[config.mk]
export PLATFORM = sky130hd
export DESIGN_NAME = fbh_host
export DESIGN_NICKNAME = d
export VERILOG_FILES = /design/src/rtl/fbh_pkg.sv /design/src/rtl/fbh_timer.sv /design/src/rtl/fbh_host.sv
export SDC_FILE = /design/constraint.sdc
export NUM_CORES = 1
export LEC_CHECK = 0
export BUFFER_PORTS_ARGS = -buffer_cell sky130_fd_sc_hd__buf_2
export CORE_UTILIZATION = 45
export CTS_CLUSTER_DIAMETER = 40
export DETAILED_ROUTE_END_ITERATION = 10
export GPL_TIMING_DRIVEN = 0
export MAX_ROUTING_LAYER = met4
export PLACE_DENSITY_LB_ADDON = 0.12
export SETUP_SLACK_MARGIN = 0.05
export SLEW_MARGIN = 15
export SYNTH_ARGS = -nofsm -noshare
export SYNTH_HDL_FRONTEND = slang
export SYNTH_HIERARCHICAL = 1
export SYNTH_SLANG_ARGS = --single-unit
[constraint.sdc]
create_clock -name CLK -period 6.56 [get_ports CLK]
set_input_delay 0.656 -clock CLK [delete_from_list [all_inputs] [get_ports CLK]]
set_output_delay 0.656 -clock CLK [all_outputs]
set_load 0.03 [all_outputs]
[src/rtl/fbh_pkg.sv]
/*
 * constants, states and operation codes of the flash bus host.
 * assumes a 200 MHz clock and one byte-wide flash on the pins.
 */
package fbh_pkg;

	// ********************************
	// pin widths and sector layout
	// ********************************
	localparam int ADDR_W = 19;
	localparam int DATA_W = 8;
	localparam int SECT_MSB = 18; // sector number sits in the top three bits
	localparam int SECT_LSB = 16;
	localparam int SECT_W = SECT_MSB - SECT_LSB + 1;

	// ********************************
	// timing, in ns and in clock cycles
	// ********************************
	localparam int T_CLK_NS = 5;
	localparam int T_CE_NS = 120; // slowest chip-select access time
	localparam int T_WP_NS = 50; // write strobe low time
	localparam int CE_CYC = (T_CE_NS + T_CLK_NS - 1) / T_CLK_NS;
	localparam int WP_CYC = (T_WP_NS + T_CLK_NS - 1) / T_CLK_NS;
	localparam int TMR_W = 8;

	// ********************************
	// autoselect read addresses (a1:a0, a6 low)
	// ********************************
	localparam logic [ADDR_W-1:0] AS_MAKER_ADDR = 19'h0_0000;
	localparam logic [ADDR_W-1:0] AS_PART_ADDR = 19'h0_0001;
	localparam logic [ADDR_W-1:0] AS_PROT_ADDR = 19'h0_0002;

	// ********************************
	// user operations and sequencer states
	// ********************************
	typedef enum logic [1:0] {
		OP_READ,
		OP_WRITE,
		OP_RESET,
		OP_IDREAD
	} fbh_op_e;

	typedef enum logic [2:0] {
		ST_IDLE,
		ST_RD_SETUP,
		ST_RD_WAIT,
		ST_WR_SETUP,
		ST_WR_PULSE,
		ST_WR_HOLD,
		ST_RELEASE
	} fbh_state_e;

	// sector number of a byte address
	function automatic logic [SECT_W-1:0] sector_of(input logic [ADDR_W-1:0] a);
		sector_of = a[SECT_MSB:SECT_LSB];
	endfunction : sector_of

endpackage : fbh_pkg

[src/rtl/fbh_timer.sv]
/*
 * down counter that flags the end of a strobe interval.
 * assumes start is a one-cycle pulse and load is at least one.
 */
`timescale 1ns/10ps
module fbh_timer #(
	parameter int W = 8
) (
	// clock and reset
	input wire logic clk,
	input wire logic rst_n,
	// control
	input wire logic start,
	input wire logic [W-1:0] load,
	// status
	output logic done
);

	// ********************************
	// counter
	// ********************************
	logic [W-1:0] cnt_r;

	// the end-of-count pattern needs at least two bits
	if (W < 2) begin : g_w_chk
		$error("W must be at least 2");
	end

	// reload on start, else run down to zero and stop
	always_ff @(posedge clk or negedge rst_n) begin
		if (!rst_n) begin
			cnt_r <= '0;
		end else if (start) begin
			cnt_r <= load;
		end else if (cnt_r != '0) begin
			cnt_r <= cnt_r - 1'b1;
		end
	end

	// done in the last counted cycle, so the caller can act on the next edge
	assign done = (cnt_r == {{(W-1){1'b0}}, 1'b1}) && !start;

endmodule : fbh_timer

[src/rtl/fbh_host.sv]
/*
 * host-side sequencer driving a byte-wide flash through its chip select,
 * output gate, write strobe, address and data pins.
 * assumes the flash pins are synchronous to CLK and the user waits for
 * REQ_READY before presenting the next operation.
 */
`timescale 1ns/10ps
module fbh_host #(
	parameter int CE_CYCLES = fbh_pkg::CE_CYC,
	parameter int WP_CYCLES = fbh_pkg::WP_CYC,
	parameter logic [7:0] RESET_CMD = 8'h00
) (
	// clock and reset
	input wire logic CLK,
	input wire logic RESETN,
	// user request
	input wire logic REQ_VALID,
	output logic REQ_READY,
	input wire fbh_pkg::fbh_op_e REQ_OP,
	input wire logic [fbh_pkg::ADDR_W-1:0] REQ_ADDR,
	input wire logic [fbh_pkg::DATA_W-1:0] REQ_WDATA,
	// user answer
	output logic RSP_VALID,
	output logic [fbh_pkg::DATA_W-1:0] RSP_RDATA,
	output logic [fbh_pkg::SECT_W-1:0] RSP_SECTOR,
	// flash control pins
	output logic CE_N,
	output logic OE_N,
	output logic WE_N,
	output logic ID_HV_EN,
	// flash address and data pins
	output logic [fbh_pkg::ADDR_W-1:0] ADDRESS_PINS,
	input wire logic [fbh_pkg::DATA_W-1:0] DATA_PINS_I,
	output logic [fbh_pkg::DATA_W-1:0] DATA_PINS_O,
	output logic DATA_PINS_OE
);

	// ********************************
	// parameter checks
	// ********************************
	if (CE_CYCLES < 1 || CE_CYCLES > 255) begin : g_ce_chk
		$error("CE_CYCLES must be 1 to 255");
	end
	if (WP_CYCLES < 1 || WP_CYCLES > 255) begin : g_wp_chk
		$error("WP_CYCLES must be 1 to 255");
	end

	// ********************************
	// state record
	// ********************************
	typedef struct packed {
		fbh_pkg::fbh_state_e st;
		logic ce_n;
		logic oe_n;
		logic we_n;
		logic hv;
		logic [fbh_pkg::ADDR_W-1:0] addr;
		logic [fbh_pkg::DATA_W-1:0] dout;
		logic dq_oe;
		logic rsp;
		logic [fbh_pkg::DATA_W-1:0] rdata;
		logic [fbh_pkg::SECT_W-1:0] sect;
	} fbh_state_s;

	fbh_state_s s_r;
	fbh_state_s s_nxt;
	logic tmr_start;
	logic [fbh_pkg::TMR_W-1:0] tmr_load;
	logic tmr_done;

	// one interval timer shared by the access wait and the strobe pulse
	fbh_timer #(
		.W(fbh_pkg::TMR_W)
	) u_timer (
		.clk(CLK),
		.rst_n(RESETN),
		.start(tmr_start),
		.load(tmr_load),
		.done(tmr_done)
	);

	// ********************************
	// sequencer
	// ********************************
	// strobe and gate changes are one state apart from address and data, so those
	// never move under a WE_N or OE_N edge
	always_comb begin
		s_nxt = s_r;
		s_nxt.rsp = 1'b0;
		tmr_start = 1'b0;
		tmr_load = fbh_pkg::TMR_W'(CE_CYCLES);
		case (s_r.st)
			fbh_pkg::ST_IDLE: begin
				if (REQ_VALID) begin
					s_nxt.addr = REQ_ADDR; // address set in the same cycle that select falls
					s_nxt.sect = fbh_pkg::sector_of(REQ_ADDR);
					s_nxt.ce_n = 1'b0;
					case (REQ_OP)
						fbh_pkg::OP_READ: begin
							s_nxt.st = fbh_pkg::ST_RD_SETUP;
						end
						fbh_pkg::OP_IDREAD: begin
							s_nxt.hv = 1'b1; // a9 raised for identifier reads
							s_nxt.st = fbh_pkg::ST_RD_SETUP;
						end
						fbh_pkg::OP_RESET: begin
							s_nxt.dout = RESET_CMD; // exit from autoselect
							s_nxt.dq_oe = 1'b1;
							s_nxt.st = fbh_pkg::ST_WR_SETUP;
						end
						default: begin
							s_nxt.dout = REQ_WDATA;
							s_nxt.dq_oe = 1'b1; // gate stays high while we drive
							s_nxt.st = fbh_pkg::ST_WR_SETUP;
						end
					endcase
				end
			end
			fbh_pkg::ST_RD_SETUP: begin
				s_nxt.oe_n = 1'b0; // select and gate low, strobe high
				tmr_start = 1'b1;
				tmr_load = fbh_pkg::TMR_W'(CE_CYCLES);
				s_nxt.st = fbh_pkg::ST_RD_WAIT;
			end
			fbh_pkg::ST_RD_WAIT: begin
				if (tmr_done) begin
					s_nxt.rdata = DATA_PINS_I; // sampled only after access time
					s_nxt.rsp = 1'b1;
					s_nxt.oe_n = 1'b1;
					s_nxt.ce_n = 1'b1;
					s_nxt.st = fbh_pkg::ST_RELEASE;
				end
			end
			fbh_pkg::ST_WR_SETUP: begin
				s_nxt.we_n = 1'b0; // strobe falls with address already stable
				tmr_start = 1'b1;
				tmr_load = fbh_pkg::TMR_W'(WP_CYCLES);
				s_nxt.st = fbh_pkg::ST_WR_PULSE;
			end
			fbh_pkg::ST_WR_PULSE: begin
				if (tmr_done) begin
					s_nxt.we_n = 1'b1; // data latched by the flash on this rise
					s_nxt.st = fbh_pkg::ST_WR_HOLD;
				end
			end
			fbh_pkg::ST_WR_HOLD: begin
				// data and select held one cycle past the rising strobe
				s_nxt.dq_oe = 1'b0;
				s_nxt.ce_n = 1'b1;
				s_nxt.rsp = 1'b1;
				s_nxt.st = fbh_pkg::ST_RELEASE;
			end
			fbh_pkg::ST_RELEASE: begin
				// one idle cycle gives the flash time to float its outputs
				s_nxt.hv = 1'b0;
				s_nxt.st = fbh_pkg::ST_IDLE;
			end
			default: begin
				s_nxt.st = fbh_pkg::ST_IDLE;
			end
		endcase
	end

	// register the record; select, gate and strobe idle high, data floating from reset
	always_ff @(posedge CLK or negedge RESETN) begin
		if (!RESETN) begin
			s_r <= '{st: fbh_pkg::ST_IDLE, ce_n: 1'b1, oe_n: 1'b1, we_n: 1'b1,
				hv: 1'b0, addr: '0, dout: '0, dq_oe: 1'b0, rsp: 1'b0,
				rdata: '0, sect: '0};
		end else begin
			s_r <= s_nxt;
		end
	end

	// ********************************
	// outputs
	// ********************************
	assign REQ_READY = (s_r.st == fbh_pkg::ST_IDLE);
	assign RSP_VALID = s_r.rsp;
	assign RSP_RDATA = s_r.rdata;
	assign RSP_SECTOR = s_r.sect;
	assign CE_N = s_r.ce_n;
	assign OE_N = s_r.oe_n;
	assign WE_N = s_r.we_n;
	assign ID_HV_EN = s_r.hv;
	assign ADDRESS_PINS = s_r.addr;
	assign DATA_PINS_O = s_r.dout;
	assign DATA_PINS_OE = s_r.dq_oe;

	// ********************************
	// checks
	// ********************************
	logic [fbh_pkg::TMR_W-1:0] oe_run_r; // cycles the gate has been low

	// count the gate-low run, saturating
	always_ff @(posedge CLK or negedge RESETN) begin
		if (!RESETN) begin
			oe_run_r <= '0;
		end else if (OE_N) begin
			oe_run_r <= '0;
		end else if (oe_run_r != '1) begin
			oe_run_r <= oe_run_r + 1'b1;
		end
	end

	read_levels_a: assert property (@(posedge CLK) disable iff (!RESETN)
		!OE_N |-> !CE_N && WE_N && !DATA_PINS_OE)
		else $error("gate low without proper read levels");
	write_levels_a: assert property (@(posedge CLK) disable iff (!RESETN)
		!WE_N |-> !CE_N && OE_N && DATA_PINS_OE)
		else $error("strobe low without proper write levels");
	no_contention_a: assert property (@(posedge CLK) disable iff (!RESETN)
		DATA_PINS_OE |-> OE_N)
		else $error("host drives data while gate is low");
	access_wait_a: assert property (@(posedge CLK) disable iff (!RESETN)
		$rose(OE_N) && $past(!WE_N) == 1'b0 |-> oe_run_r >= CE_CYCLES && RSP_VALID)
		else $error("read data taken before access time");
	rsp_data_a: assert property (@(posedge CLK) disable iff (!RESETN)
		RSP_VALID && $past(!OE_N) |-> RSP_RDATA == $past(DATA_PINS_I))
		else $error("read answer differs from sampled pins");
	data_hold_a: assert property (@(posedge CLK) disable iff (!RESETN)
		$rose(WE_N) |-> DATA_PINS_OE && !CE_N && $stable(DATA_PINS_O))
		else $error("data not held at strobe rise");
	addr_stable_a: assert property (@(posedge CLK) disable iff (!RESETN)
		!CE_N && $past(!CE_N) |-> $stable(ADDRESS_PINS))
		else $error("address moved while selected");
	hv_read_a: assert property (@(posedge CLK) disable iff (!RESETN)
		ID_HV_EN |-> WE_N && !DATA_PINS_OE)
		else $error("write attempted with a9 raised");
	reset_cmd_a: assert property (@(posedge CLK) disable iff (!RESETN)
		REQ_VALID && REQ_READY && REQ_OP == fbh_pkg::OP_RESET
		|=> DATA_PINS_O == RESET_CMD ##1 !WE_N)
		else $error("reset command not written");
	done_bound_a: assert property (@(posedge CLK) disable iff (!RESETN)
		!REQ_READY |-> ##[1:600] CE_N)
		else $error("select held low too long");

	read_seen_c: cover property (@(posedge CLK) disable iff (!RESETN)
		RSP_VALID && $past(!OE_N));
	write_seen_c: cover property (@(posedge CLK) disable iff (!RESETN)
		$rose(WE_N));
	idread_seen_c: cover property (@(posedge CLK) disable iff (!RESETN)
		ID_HV_EN && !OE_N);

endmodule : fbh_host

* Word-level counts from Yosys, hierarchy flattened
Index checks and enable logic that the tools add are counted.
** Storage, ports and cells
- Output and inout bits :: 45
- Register bits :: 55
- Memories kept :: 0
- Bits in latches :: 0
- Memory bits (read-only) :: 0
- Logic and storage cells :: 70
- RAM bits :: 0
** Operators by class
- Multipliers :: 0
- $lt $le $gt $ge :: 0
- Shift-type cells :: 0
- Reduce and logical (&&, ||, !) cells :: 22
- $add $sub $neg :: 1
- Eq/ne operators :: 14
- Bitwise logic cells :: 1
- Muxes and demuxes :: 20
- Divide/modulo/power cells :: 0
** Operators by type and width (number)
- $mux W29 :: 1
- $pmux W3 S6 :: 1
- $pmux W9 S2 :: 1
- $mux W8 :: 2
- $reduce_and A3 Y1 :: 5
- $mux W5 :: 2
- $pmux W1 S2 :: 5
- $reduce_bool A2 Y1 :: 5
- $eq A3 B3 Y1 const B :: 3
- $mux W9 :: 1
- $eq A8 B1 Y1 const B :: 1
- $ne A2 B2 Y1 const B :: 4
- $reduce_and A2 Y1 :: 4
- $reduce_bool A8 Y1 :: 1
- $sub A8 B1 Y8 const B :: 1
- $eq A3 B2 Y1 const B :: 2
- $eq A2 B2 Y1 const B :: 2
- $mux W4 :: 1
- $reduce_or A2 Y1 :: 2
- $eq A3 B1 Y1 const B :: 1
- $logic_not A3 Y1 :: 1
- $mux W1 :: 3
- $mux W3 :: 1
- $pmux W1 S3 :: 1
- other kinds (7) :: 7

* Longest topological paths before layout
- Depth after elaboration :: 7
- Gate-level depth with buffers :: 7

* Cells and area by module
The synthesis kept the hierarchy.
** By module, submodules not included
- fbh_host :: sequential area each 1104.8 µm², cells an instance 178, times used 1, area an instance 2233.4 µm²
- fbh_timer :: sequential area each 200.2 µm², cells an instance 50, times used 1, area an instance 473.0 µm²

* Worst setup path before layout
Ideal clock, no wire load.
- Path type :: register to register
- Start point :: reg s_r[44] (netlist bit)
- End point :: reg s_r (netlist bit RSP_RDATA[0])
- Cell stages (with the launch flop) :: 8
- Setup time :: 125 ps
- Arrival :: 1988 ps
- Period minus slack after synthesis :: 2113 ps
- Path buffers :: 1
- Setup slack :: 4447 ps
- Path through :: dfrtp_1 clkbuf_1 nor2b_1 nor3_1 and3_1 nand2b_1 nor3_4 mux2_2
** Between the ends
- Longest elaborated chain between the ends :: 6
- Elaborated cells on any way between the ends :: 8
** Ends and longest elaborated chain
- start: declaration :: line fbh_host.sv:65 : fbh_state_s s_r;
- start signal: assignment :: line fbh_host.sv:167 : s_r <= '{st: fbh_pkg::ST_IDLE, ce_n: 1'b1, oe_n: 1'b1, we_n: 1'b1,
- start signal: assignment :: line fbh_host.sv:171 : s_r <= s_nxt;
- $eq A3 B2 Y1 / $eq A3 B1 Y1 (equally long branches) :: line fbh_host.sv:92 : case (s_r.st)
- $reduce_or A2 Y1 (no line) *
- $mux W1 * :: line fbh_host.sv:92
- via tmr_start :: line fbh_host.sv:67 : logic tmr_start;
- $logic_not A1 Y1 * :: line fbh_timer.sv:41 : assign done = (cnt_r == {{(W-1){1'b0}}, 1'b1}) && !start;
- $logic_and A1 B1 Y1 * :: line fbh_timer.sv:41
- via tmr_done :: line fbh_host.sv:69 : logic tmr_done;
- $reduce_and A2 Y1 (no line) *
Mark *: on every way through the listed nets, which the timed path passes. The rest lies on a longest branch.
A chain may end at the register's enable or synchronous reset.

* Worst setup path in the final report
- Start point :: reg s_r[44] (netlist bit)
- End point :: reg s_r (netlist bit RSP_RDATA[1])
The elaborated chain is that of the path after synthesis.

==> metrics.cfg <==
[clock_network]
cts_resized=0
clockBufferDepth=2
cts_buffers=5
path_clk_slew_ns=0.09
htreeDepth=2
cts_setup_buffers=0
clk_latency_ns=0.30
cts_tree=built
postCtsHoldBufs=0
cts.sinks=52
root_buffer=clkbuf_8

[route]
drt_iter0_markers=78
viasPerCell=4.68
drc=0
vias=1855
drt.antenna.violating_nets=0
routedWlPerCell_um=12.3
first_pass_iters=4
routed_wl_mm=4.86

[power]
ir_drop_uv=231
p_comb_share_pct=53.5
p_per_area_nw_per_um2=483
p_clk_share_pct=11.7
p_seq_share_pct=34.8
finalPower_mw=1.61
p_sw_share_pct=40.7
p_leak_nw=1.70
p_int_mw=0.953
switchingPower_mw=0.654

[floorplanning]
core_area_um2=5640
io_pins=85
num_rows=27
dieHeight_um=79.6
dieArea_um2=6330
start_util_pct=48.0
die_w_um=79.6

[placed_design]
port_buffers=84
gp_congestion=0.793
hpwl_mm=3.54
dp_cells=388
dpl_cell_area_um2=3230

[synth]
ys_warn_count=6
synth_xor_xnor_area_share_pct=1.94
synth-async-reset-ratio_pct=100
synth_compound_area_share_pct=6.89
synth_fa_ha_area_share_pct=2.77
syn_area_um2=2710
synth_top_family_by_area=multiplexers
synth-main-ff-cell=dfrtp_1
postSynthCellCount=228
synthSimpleGateAreaFrac_pct=10.3
synth_edf_count=0
syn_avg_cell_area_um2=11.9
synth_seq_cells=52
yosysSeqAreaShare_pct=48.2
ys_types=43
muxShareOfSynthArea_pct=16.4

[status]
outcome=finished clean

[cells_and_area]
final_area_um2=3330
area_growth_pct=23.0
nets=369
diodes=0
final_util_pct=59.0
final_common_cell=buf_2
final_cell_mix=buf_2 (84), dfrtp_1 (49), buf_4 (39)
drive_gt1_share_pct=54.6
instances_no_fill=396

[global_route]
met2_usage_pct=25.3
grt_antenna_before_repair=0
grt-ovfl-total=0
globalRouteMet3Util_pct=3.89
grt_use_met1_pct=21.4
grt_pass1_vias=1723
grt_max_degree=53
grt.busiest_layer=met2
gr-usage-all-layers_pct=16.5
grt_pass1_wl_mm=7.79

[worst_setup_path]
rrSetupSlack_ns=4.04
crit_required_ns=6.75
critPathArrivalTime_ns=2.71
crit_path_start_kind=flip-flop
cp_max_fo=10
critPathKind=flip-flop to flip-flop
end_kind=flip-flop

[sta]
hold_viol_final=0
fmax_mhz=397
rsz0062_at_grt=false
skew_ns=0.00456
fin_crit_ns=2.52
finalCritPeriodShare_pct=38.4
tns_ns=0
tightestPinTransition_ns=0.648
max-slew-margin-rel_pct=56.8
slew_viol_final=0
setup_viol=0

[worst_hold_path]
hold_path.class=input port to async pin

[flow_run]
drv_cap=0

==> worst max-delay path, stage by stage (launching register included) <==
cell and delay (ns):
dfrtp_1 0.45, clkbuf_1 0.23, nor2b_1 0.21, nor3_1 0.22, and3_1 0.30, nand2b_1 0.16, nor3_4 0.43, mux2_2 0.39
==> cell families after synthesis <==
kind of cell / count (synthesis)
mux: 36
other cells: 2
flops: 52
xor+xnor: 6
simple gates: 45
fa+ha+maj: 6
buf+inv: 51
compound gates: 30
==> registers in the layout (all words and copies together), names as in the netlist <==
register and cells:
ADDRESS_PINS 18, CE_N 1, DATA_PINS_O 8, DATA_PINS_OE 1, ID_HV_EN 1, OE_N 1
RSP_RDATA 8, RSP_SECTOR 1, RSP_VALID 1, WE_N 1, s_r 3, u_timer/cnt_r 8
==> final cells by class <==
type	instances	area [µm²]
Tap cell	72	90.1
Timing Repair Buffer	84	423
Clock buffer	7	86.3
Clock inverter	1	7.51
Multi-Input combinational cell	129	1060
Sequential cell	52	1310
Buffer	44	333
Inverter	7	26.3
Fill cell	496	2310
==> stage by stage <==
step / setup slack, ns / hold WS (ns)
after floorplan: 4.45 / 0.360
after global placement: 4.09 / 0.489
after detailed placement: 4.05 / 0.485
after CTS: 4.03 / 0.395
after global routing: 3.75 / 0.420
final: 4.04 / 0.374
==> Yosys cell counts, drive strengths merged, types with 2 or more instances <==
library cell | n | area [µm²]
dfrtp | 49 | 1230
buf | 41 | 322
mux2 | 36 | 443
nand2 | 13 | 48.8
nor2b | 12 | 75.1
o21ai | 12 | 60.1
inv | 7 | 26.3
a21oi | 6 | 30.0
ha | 6 | 75.1
nor3 | 6 | 52.6
xnor2 | 4 | 35.0
clkbuf | 3 | 11.3
dfstp | 3 | 78.8
nand2b | 3 | 18.8
nor2 | 3 | 13.8
a31oi | 2 | 12.5
conb | 2 | 7.51
xor2 | 2 | 17.5
==> metal layers <==
layer	part of all wire (%)	up-vias
met2	46	54
met4	1.3	0
li1	-	925
met1	47	871
met3	6.0	5
met5	0	-
==> final timing paths <==
kind / startpoint / end / cells past startpoint
hold / removal: RESETN / DATA_PINS_O[4] / 1
setup reg to reg: s_r[44] / RSP_RDATA[1] / 7
max in group asynchronous: RESETN / RSP_RDATA[2] / 1
setup / recovery: s_r[44] / RSP_RDATA[1] / 7
min in group CLK: OE_N / OE_N / 2
hold reg to reg: OE_N / OE_N / 2
==> power by group through the flow <==
| stage | logic, mW | clock network (mW) | registers, mW |
|---|---|---|---|
| 2_1_floorplan | 0.671 | 0 | 0.570 |
| 3_3_place_gp | 0.856 | 0 | 0.559 |
| 3_5_place_dp | 0.866 | 0 | 0.567 |
| 4_1_cts | 0.870 | 0.196 | 0.560 |
| 5_1_grt | 0.927 | 0.209 | 0.579 |
| 6_report | 0.860 | 0.187 | 0.559 |
No activity file was read; power rests on OpenSTA's default activity.
